<file path="src/hdl/eblane_pkg.sv">
// Constants and types shared by the byte-lane and address output logic
package eblane_pkg;
	// ==========================================================================
	// Widths
	// ==========================================================================
	localparam int DATA_W  = 32;  // Data path width
	localparam int LANES   = 4;   // Byte lanes on the data path
	localparam int LANE_W  = 8;   // Bits per lane
	localparam int BADDR_W = 32;  // Byte address width from the core
	localparam int WADDR_W = 34;  // Word address bits 35:2
	localparam int WADDR_LO = 2;  // Lowest address bit on the bus
	localparam int HIGH_ZERO_W = 4; // Uppermost bits 35:32, held at zero
	localparam int OFS_W   = 2;   // Byte offset inside a word

	// ==========================================================================
	// Access sizes
	// ==========================================================================
	typedef enum logic [1:0] {
		EBLANE_SZ_BYTE = 2'h0,  // One lane
		EBLANE_SZ_HALF = 2'h1,  // Two lanes
		EBLANE_SZ_WORD = 2'h2,  // Four lanes
		EBLANE_SZ_RSV  = 2'h3   // Treated as word
	} eblane_size_e;

	// ==========================================================================
	// Sequencer states
	// ==========================================================================
	typedef enum logic [1:0] {
		EBLANE_ST_IDLE = 2'h0,  // Ready for a request
		EBLANE_ST_ADDR = 2'h1,  // Address phase, strobe up
		EBLANE_ST_RD   = 2'h2,  // Waiting for read data
		EBLANE_ST_WR   = 2'h3   // Waiting for write data acceptance
	} eblane_state_e;

	// ==========================================================================
	// Lane masks and reset values
	// ==========================================================================
	localparam logic [LANES-1:0]   LANES_NONE = 4'h0;  // No lane enabled
	localparam logic [LANES-1:0]   LANES_ONE  = 4'h1;  // Byte mask at lane 0
	localparam logic [LANES-1:0]   LANES_TWO  = 4'h3;  // Half mask at lane 0
	localparam logic [LANES-1:0]   LANES_ALL  = 4'hf;  // Whole word
	localparam logic [DATA_W-1:0]  DATA_ZERO  = 32'h0; // Cleared data
	localparam logic [WADDR_W-1:0] WADDR_ZERO = 34'h0; // Cleared address
	localparam logic [HIGH_ZERO_W-1:0] HIGH_ZERO = 4'h0; // Upper address bits
	localparam logic [OFS_W-1:0]   OFS_ZERO   = 2'h0;  // Offset zero
endpackage : eblane_pkg

</file>
<file path="src/hdl/eblane_rd_if.sv">
// Carrier between the sequencer and the read lane merger
`timescale 1ns/1ps
`default_nettype none
interface eblane_rd_if;
	logic [eblane_pkg::DATA_W-1:0] bus_data;  // Raw read data bus
	logic                          bus_valid; // Read data valid this cycle
	logic                          take;      // Sequencer is waiting for data
	logic [eblane_pkg::LANES-1:0]  lanes;     // Enabled lanes of the transfer
	logic [eblane_pkg::OFS_W-1:0]  offset;    // Byte offset of the access

	// Sequencer side
	modport seq (output bus_data, output bus_valid, output take, output lanes, output offset);
	// Merger side
	modport mrg (input bus_data, input bus_valid, input take, input lanes, input offset);
endinterface : eblane_rd_if
`default_nettype wire

</file>
<file path="src/hdl/eblane_rd_merge.sv">
// Read lane merger: keeps enabled lanes only and aligns them to bit 0
`timescale 1ns/1ps
`default_nettype none
module eblane_rd_merge (
	input  wire logic                          clk,
	input  wire logic                          rst,
	eblane_rd_if.mrg                           rd,
	output logic                               rsp_valid,
	output logic [eblane_pkg::DATA_W-1:0]      rsp_rdata
);
	// ==========================================================================
	// Lane masking
	// ==========================================================================
	logic [eblane_pkg::DATA_W-1:0] masked;  // Disabled lanes forced to zero
	logic [eblane_pkg::DATA_W-1:0] aligned; // Shifted down by the offset

	genvar g;
	generate
		for (g = 0; g < eblane_pkg::LANES; g++) begin : g_lane
			// Lane g covers bits 8g+7 down to 8g
			assign masked[g*eblane_pkg::LANE_W +: eblane_pkg::LANE_W] =
				rd.lanes[g] ? rd.bus_data[g*eblane_pkg::LANE_W +: eblane_pkg::LANE_W] // RQ3
				            : 8'h00; // RQ6
		end
	endgenerate

	// Move the first enabled byte down to bit 0
	assign aligned = masked >> {rd.offset, 3'h0};

	// ==========================================================================
	// Registered answer
	// ==========================================================================
	// Valid pulse for one cycle when data is taken
	always_ff @(posedge clk) begin
		if (rst) begin
			rsp_valid <= 1'b0;
		end else begin
			rsp_valid <= rd.take & rd.bus_valid; // RQ6
		end
	end

	// Data holds until the next read completes
	always_ff @(posedge clk) begin
		if (rst) begin
			rsp_rdata <= eblane_pkg::DATA_ZERO;
		end else if (rd.take & rd.bus_valid) begin
			rsp_rdata <= aligned;
		end
	end
endmodule : eblane_rd_merge
`default_nettype wire

</file>
<file path="src/hdl/eblane_top.sv">
// Byte-lane and address output sequencer of the external bus interface
//
// Operation
// [RQ1] Enable exactly the lanes the transfer touches
// [RQ2] Lane enables meaningful only with address valid
// [RQ3] Lane n maps to data bits 8n+7:8n
// [RQ4] Word address 35:2, upper four bits zero
// [RQ5] Write indicator marks writes during address valid
// [RQ6] Target flags read data; sample enabled lanes
// [RQ7] Target updates only enabled lanes on writes
`timescale 1ns/1ps
`default_nettype none
module eblane_top (
	input  wire logic                                clk,
	input  wire logic                                rst,
	// Core request side
	input  wire logic                                req_valid,
	input  wire logic                                req_write,
	input  wire logic [eblane_pkg::BADDR_W-1:0]      req_addr,
	input  wire logic [1:0]                          req_size,
	input  wire logic [eblane_pkg::DATA_W-1:0]       req_wdata,
	output logic                                     req_ready,
	output logic                                     rsp_valid,
	output logic [eblane_pkg::DATA_W-1:0]            rsp_rdata,
	output logic                                     wr_done,
	// System bus side
	output logic                                     address_valid_strobe,
	input  wire logic                                address_ready,
	output logic [eblane_pkg::WADDR_W-1:0]           bus_word_address,
	output logic [eblane_pkg::LANES-1:0]             byte_lane_enable,
	output logic                                     write_indicator,
	output logic [eblane_pkg::DATA_W-1:0]            write_data_bus,
	input  wire logic                                write_data_ready,
	input  wire logic [eblane_pkg::DATA_W-1:0]       read_data_bus,
	input  wire logic                                read_data_valid
);
	// ==========================================================================
	// Lane decode
	// ==========================================================================
	// Lanes touched by an access of the given size at the given offset
	function automatic logic [eblane_pkg::LANES-1:0] lane_mask(
		input logic [1:0]                 size,
		input logic [eblane_pkg::OFS_W-1:0] ofs
	);
		logic [eblane_pkg::LANES-1:0] m;
		m = eblane_pkg::LANES_ALL;
		case (size)
			eblane_pkg::EBLANE_SZ_BYTE: begin
				m = eblane_pkg::LANES_ONE << ofs;
			end
			eblane_pkg::EBLANE_SZ_HALF: begin
				// Halfwords stay inside their aligned half
				m = eblane_pkg::LANES_TWO << {ofs[1], 1'b0};
			end
			default: begin
				m = eblane_pkg::LANES_ALL;
			end
		endcase
		return m;
	endfunction

	// Effective byte offset after natural alignment
	function automatic logic [eblane_pkg::OFS_W-1:0] lane_ofs(
		input logic [1:0]                 size,
		input logic [eblane_pkg::OFS_W-1:0] ofs
	);
		logic [eblane_pkg::OFS_W-1:0] o;
		o = eblane_pkg::OFS_ZERO;
		case (size)
			eblane_pkg::EBLANE_SZ_BYTE: begin
				o = ofs;
			end
			eblane_pkg::EBLANE_SZ_HALF: begin
				o = {ofs[1], 1'b0};
			end
			default: begin
				o = eblane_pkg::OFS_ZERO;
			end
		endcase
		return o;
	endfunction

	// ==========================================================================
	// State
	// ==========================================================================
	eblane_pkg::eblane_state_e state_reg;  // Sequencer state
	eblane_pkg::eblane_state_e state_next; // Next state
	logic [eblane_pkg::LANES-1:0] lanes_reg; // Lanes of the held transfer
	logic [eblane_pkg::OFS_W-1:0] ofs_reg;   // Offset of the held transfer
	logic                         take;      // Request accepted this cycle
	logic [eblane_pkg::OFS_W-1:0] req_ofs;   // Aligned offset of the request
	logic [eblane_pkg::LANES-1:0] req_lanes; // Lanes of the request

	assign take      = req_valid & req_ready;
	assign req_ofs   = lane_ofs(req_size, req_addr[eblane_pkg::OFS_W-1:0]);
	assign req_lanes = lane_mask(req_size, req_addr[eblane_pkg::OFS_W-1:0]); // RQ1

	// Next state selection
	always_comb begin
		state_next = state_reg;
		case (state_reg)
			eblane_pkg::EBLANE_ST_IDLE: begin
				// Only a request seen with ready up starts a transfer
				if (take) begin
					state_next = eblane_pkg::EBLANE_ST_ADDR;
				end
			end
			eblane_pkg::EBLANE_ST_ADDR: begin
				// Strobe holds until the target takes the address
				if (address_ready) begin
					state_next = write_indicator ? eblane_pkg::EBLANE_ST_WR : eblane_pkg::EBLANE_ST_RD;
				end
			end
			eblane_pkg::EBLANE_ST_RD: begin
				if (read_data_valid) begin
					state_next = eblane_pkg::EBLANE_ST_IDLE; // RQ6
				end
			end
			eblane_pkg::EBLANE_ST_WR: begin
				if (write_data_ready) begin
					state_next = eblane_pkg::EBLANE_ST_IDLE;
				end
			end
			default: begin
				state_next = eblane_pkg::EBLANE_ST_IDLE;
			end
		endcase
	end

	// State register
	always_ff @(posedge clk) begin
		if (rst) begin
			state_reg <= eblane_pkg::EBLANE_ST_IDLE;
		end else begin
			state_reg <= state_next;
		end
	end

	// Ready while idle; drops the cycle after a request is taken
	always_ff @(posedge clk) begin
		if (rst) begin
			req_ready <= 1'b0;
		end else begin
			req_ready <= (state_next == eblane_pkg::EBLANE_ST_IDLE);
		end
	end

	// ==========================================================================
	// Address phase outputs
	// ==========================================================================
	// Strobe up from the cycle after acceptance until address_ready
	always_ff @(posedge clk) begin
		if (rst) begin
			address_valid_strobe <= 1'b0;
		end else begin
			address_valid_strobe <= (state_next == eblane_pkg::EBLANE_ST_ADDR);
		end
	end

	// Lane enables, address and direction loaded with the request
	always_ff @(posedge clk) begin
		if (rst) begin
			byte_lane_enable <= eblane_pkg::LANES_NONE;
			bus_word_address <= eblane_pkg::WADDR_ZERO;
			write_indicator  <= 1'b0;
		end else if (take) begin
			byte_lane_enable <= req_lanes; // RQ1
			bus_word_address <= {eblane_pkg::HIGH_ZERO,
			                     req_addr[eblane_pkg::BADDR_W-1:eblane_pkg::WADDR_LO]}; // RQ4
			write_indicator  <= req_write; // RQ5
		end else if (state_next == eblane_pkg::EBLANE_ST_IDLE) begin
			// Cleared between transfers; meaningless without the strobe
			byte_lane_enable <= eblane_pkg::LANES_NONE; // RQ2
			bus_word_address <= eblane_pkg::WADDR_ZERO;
			write_indicator  <= 1'b0;
		end
	end

	// Transfer shape kept for the read merge
	always_ff @(posedge clk) begin
		if (rst) begin
			lanes_reg <= eblane_pkg::LANES_NONE;
			ofs_reg   <= eblane_pkg::OFS_ZERO;
		end else if (take) begin
			lanes_reg <= req_lanes;
			ofs_reg   <= req_ofs;
		end
	end

	// ==========================================================================
	// Write data
	// ==========================================================================
	logic [eblane_pkg::DATA_W-1:0] wdata_shift; // Core data moved to its byte offset
	logic [eblane_pkg::DATA_W-1:0] wdata_lanes; // Only the enabled lanes kept

	assign wdata_shift = req_wdata << {req_ofs, 3'h0};

	// Lanes outside the transfer are driven as zero, not as stray core bits
	genvar g;
	generate
		for (g = 0; g < eblane_pkg::LANES; g++) begin : g_wlane
			assign wdata_lanes[g*eblane_pkg::LANE_W +: eblane_pkg::LANE_W] =
				req_lanes[g] ? wdata_shift[g*eblane_pkg::LANE_W +: eblane_pkg::LANE_W] // RQ3
				             : 8'h00; // RQ1
		end
	endgenerate

	// Core data placed onto its lanes; other lanes zero
	always_ff @(posedge clk) begin
		if (rst) begin
			write_data_bus <= eblane_pkg::DATA_ZERO;
		end else if (take & req_write) begin
			write_data_bus <= wdata_lanes; // RQ3
		end
	end

	// One-cycle pulse when the target accepts write data
	always_ff @(posedge clk) begin
		if (rst) begin
			wr_done <= 1'b0;
		end else begin
			wr_done <= (state_reg == eblane_pkg::EBLANE_ST_WR) & write_data_ready; // RQ7
		end
	end

	// ==========================================================================
	// Read merge
	// ==========================================================================
	eblane_rd_if rd_link ();

	assign rd_link.bus_data  = read_data_bus;
	assign rd_link.bus_valid = read_data_valid;
	assign rd_link.take      = (state_reg == eblane_pkg::EBLANE_ST_RD);
	assign rd_link.lanes     = lanes_reg; // RQ6
	assign rd_link.offset    = ofs_reg;

	eblane_rd_merge u_merge (
		.clk       (clk),
		.rst       (rst),
		.rd        (rd_link),
		.rsp_valid (rsp_valid),
		.rsp_rdata (rsp_rdata)
	);
endmodule : eblane_top
`default_nettype wire

</file>
<file path="config.mk">
export PLATFORM = sky130hd
export DESIGN_NAME = eblane_top
export DESIGN_NICKNAME = d
export VERILOG_FILES = /design/src/hdl/eblane_pkg.sv /design/src/hdl/eblane_rd_if.sv /design/src/hdl/eblane_rd_merge.sv /design/src/hdl/eblane_top.sv
export SDC_FILE = /design/constraint.sdc
export NUM_CORES = 1
export LEC_CHECK = 0
export BUFFER_PORTS_ARGS = -buffer_cell sky130_fd_sc_hd__buf_2
export CAP_MARGIN = 20
export CORE_UTILIZATION = 51
export CTS_CLUSTER_DIAMETER = 80
export CTS_CLUSTER_SIZE = 40
export DETAILED_ROUTE_END_ITERATION = 8
export PLACE_DENSITY_LB_ADDON = 0.3
export SLEW_MARGIN = 20
export SYNTH_ARGS = -nofsm -noshare
export SYNTH_HDL_FRONTEND = slang
export SYNTH_SLANG_ARGS = --single-unit
</file>
<file path="constraint.sdc">
create_clock -name clk -period 2.1 [get_ports clk]
set_input_delay 0.42 -clock clk [delete_from_list [all_inputs] [get_ports clk]]
set_output_delay 0.42 -clock clk [all_outputs]
set_load 0.05 [all_outputs]
</file>
==> reports/results.txt <==
Leak Pwr: 2.633 nW
f_max: 0.6084 GHz
largest net degree at the start of global routing: 45
total gr overflow: 0
Layout Nets: 864
Synth cell types: 43
Area contributors post-synth: dfxtp_1 (45%), nor2_1 (6.0%), a22oi_1 (5.8%)
Final Hold Fails: 0
PortBufs: 207
setup bufs post-CTS: 0
Final min period: 1.644 ns
reg-to-reg endpoint: u_merge.rsp_rdata[15]
Final Instance Area: 0.006115 mm2
Boundary Pins: 212
layout cells sized above 1: 32.46%
Crit path arrival time: 1.94 ns
final setup fails: 0
Worst Setup Path Type: flip-flop to flip-flop
CTS buffer count: 9
total power density per cell area: 695.4 mW/mm2
highest metal used: met4
WL met2: 6397 um
initial antenna violation count: 0
Critical Path Sink Type: flip-flop
gpl congestion: 0.9584
die height: 100.0 um
Slew @ Worst Pin: 0.6675 ns
worst hold path type: input port to flip-flop
Tcrit/Tclk final: 78.27%
cell taking the most area after synthesis: dfxtp_1
clk slew on worst S/H paths: 0.11 ns
#FFs+latches synth: 111
antenna-violating nets left: 0
# resized after CTS: 0
Final Slew Violations: 0
Core Footprint: 0.009284 mm2
TritonRoute pass-1 iters: 5
r2r startpoint: ofs_reg[1]
Pint: 2.875 mW
Initial Util: 52.78%
CTS Buffer Depth: 2
YS warnings: 0
Seq pwr share: 52.6%
NetSw: 1.377 mW
DIE AREA: 0.01000 mm2
Worst VDD drop: 0.3735 mV
clock power share: 28.7%
vias in the first global route: 4612
first-pass GRT wire length: 22220 um
Final Skew: 0.01099 ns
n_diodes: 0
Placed Area: 0.005934 mm2
CTS tree: done
Worst Path Required: 2.40 ns
total negative slack: 0 ns
WHS Path Cells: 3
via-per-instance ratio: 5.662
CP Max Fanout: 14
run status: completed
Sw Share: 32.38%
row count: 35
H-Tree Depth: 3
Hold EP: bus_word_address[14]
post-placement cell count: 877
clk root buf: clkbuf_8
overall routing resource usage: 28.24%
sequential-to-total area share from yosys stat: 45.35%
Clock Latency Late Sink: 0.37 ns
met3 wire length: 1262 um
Via Count: 5056
post-route insts no fill: 893
post-synthesis area per instance: 8.448 um2
DPL Wire Length: 10450 um
WL/cell: 16.01 um
M1 WL: 6190 um
max_cap viols: 0
post-layout util: 65.86%
Sink Count: 111
Reg2Reg Setup Slack: 0.46 ns
reg2reg path depth: 3
RSZ-0062 raised after global routing: no
area grow syn2layout: 24.80%
area share of the largest cell type after synthesis: 45.35%
Initial DRC Count: 348
Fill cells: 810
Gate Count Post-Synth: 580
Routed Wire Length: 14300 um
critical hold path startpoint: req_addr[16]
hold_buf cts: 0
cell area after synthesis: 0.004900 mm2
Slew headroom: 55.50%
Die Wd: 100.0 um
biggest regs: u_merge.rsp_rdata: 32 flops, write_data_bus: 32 flops, bus_word_address: 30 flops
Worst setup SP type: flip-flop
Comb power frac: 18.7%
DRC Markers: 0
==> metal layers <==
metal	up-vias	GRT usage (%)
li1	2428	-
met1	2339	37.53
met2	251	43.50
met3	38	6.337
met4	0	13.82
met5	-	0
==> worst max path at each step <==
| stage | cells past startpoint | startpoint | endpoint | slack (ns) |
|---|---|---|---|---|
| global route | 5 | state_reg[1] | u_merge.rsp_rdata[15] | 0.32 |
| finish | 3 | ofs_reg[1] | u_merge.rsp_rdata[15] | 0.46 |
| floorplan | 6 | req_ready | bus_word_address[0] | 0.42 |
| detailed placement | 5 | req_size[0] | write_data_bus[25] | 0.28 |
| CTS | 3 | ofs_reg[1] | u_merge.rsp_rdata[15] | 0.48 |
| global placement | 5 | req_size[0] | write_data_bus[24] | 0.36 |
==> metrics by stage <==
stage                     setup WS [ns]  total power, mW  hold slack, ns
after floorplan                  0.4191            2.821          0.4365
after global placement           0.3597            3.049          0.4306
after detailed placement         0.2808            3.069          0.4413
after CTS                        0.4819            4.254          0.2818
after global routing             0.3190            4.405          0.2831
final                            0.4562            4.252          0.2903
==> layout by cell type, fill, tap and decap left out, types with 2 or more instances in the layout <==
cell type / instances
o31ai_1: 7
and2_1: 8
nand3_1: 33
mux2i_1: 9
dfxtp_1: 111
nor2b_1: 4
nor3b_1: 3
a211oi_1: 7
a21oi_1: 36
a311oi_1: 9
conb_1: 4
o21ai_1: 2
a32oi_1: 24
clkbuf_8: 9
a22oi_1: 38
nor2_2: 3
a221oi_1: 8
inv_1: 2
nor2_1: 78
clkinvlp_4: 2
buf_2: 206
nand2_1: 64
a2bb2oi_1: 8
o21ai_0: 20
nor3b_4: 2
or3_1: 7
nand2b_1: 17
inv_6: 2
buf_4: 17
nor3_1: 9
==> Yosys cell counts, drive strengths merged <==
cell and count:
conb 1, o21ai 22, a21oi 36, o21a 1, o21bai 1, and4b 1
a22oi 38, a311oi 9, a32oi 24, nor2b 4, o21ba 1, dfxtp 111
o22ai 1, nand3 33, nand2b 17, mux2 1, nand3b 1, clkbuf 23
a21o 1, inv 2, a221oi 8, nor3b 5, nor2 81, o31ai 7
a21boi 1, or3 7, mux2i 9, and3 1, nor3 10, nand2 64
buf 35, a2bb2oi 8, and2 8, a211oi 7, and3b 1
==> kinds of logic after synthesis <==
family	after synthesis	synth area share [%]
AO/OA/AOI/OAI	165	23.67
buffers and inverters	60	6.205
flip-flops	111	45.35
multiplexers	10	2.068
other	1	0.07654
AND/OR/NAND/NOR	233	22.63
==> final cells by class <==
class | instances | area [um2] | share of cell area [%]
Multi-Input combinational cell | 412 | 2385 | 39.00
Sequential cell | 111 | 2222 | 36.34
Timing Repair Buffer | 223 | 1159 | 18.95
Tap cell | 129 | 161.4 | 2.640
Clock buffer | 10 | 127.6 | 2.087
Clock inverter | 6 | 52.55 | 0.8594
Inverter | 2 | 7.507 | 0.1228
==> power groups by stage <==
| stage | clock, mW | combinational [mW] | sequential [mW] |
|---|---|---|---|
| floorplan | 0 | 0.364 | 2.46 |
| global placement | 0 | 0.770 | 2.28 |
| detailed placement | 0 | 0.788 | 2.28 |
| CTS | 1.23 | 0.790 | 2.23 |
| global route | 1.30 | 0.855 | 2.25 |
| finish | 1.22 | 0.797 | 2.24 |
==> critical path, stage by stage, from the launching register on <==
cell	delay, ns
dfxtp_1	0.76
nor3b_4	0.45
a32oi_1	0.18
a21oi_1	0.18
No activity file was read; power rests on OpenSTA's default activity.
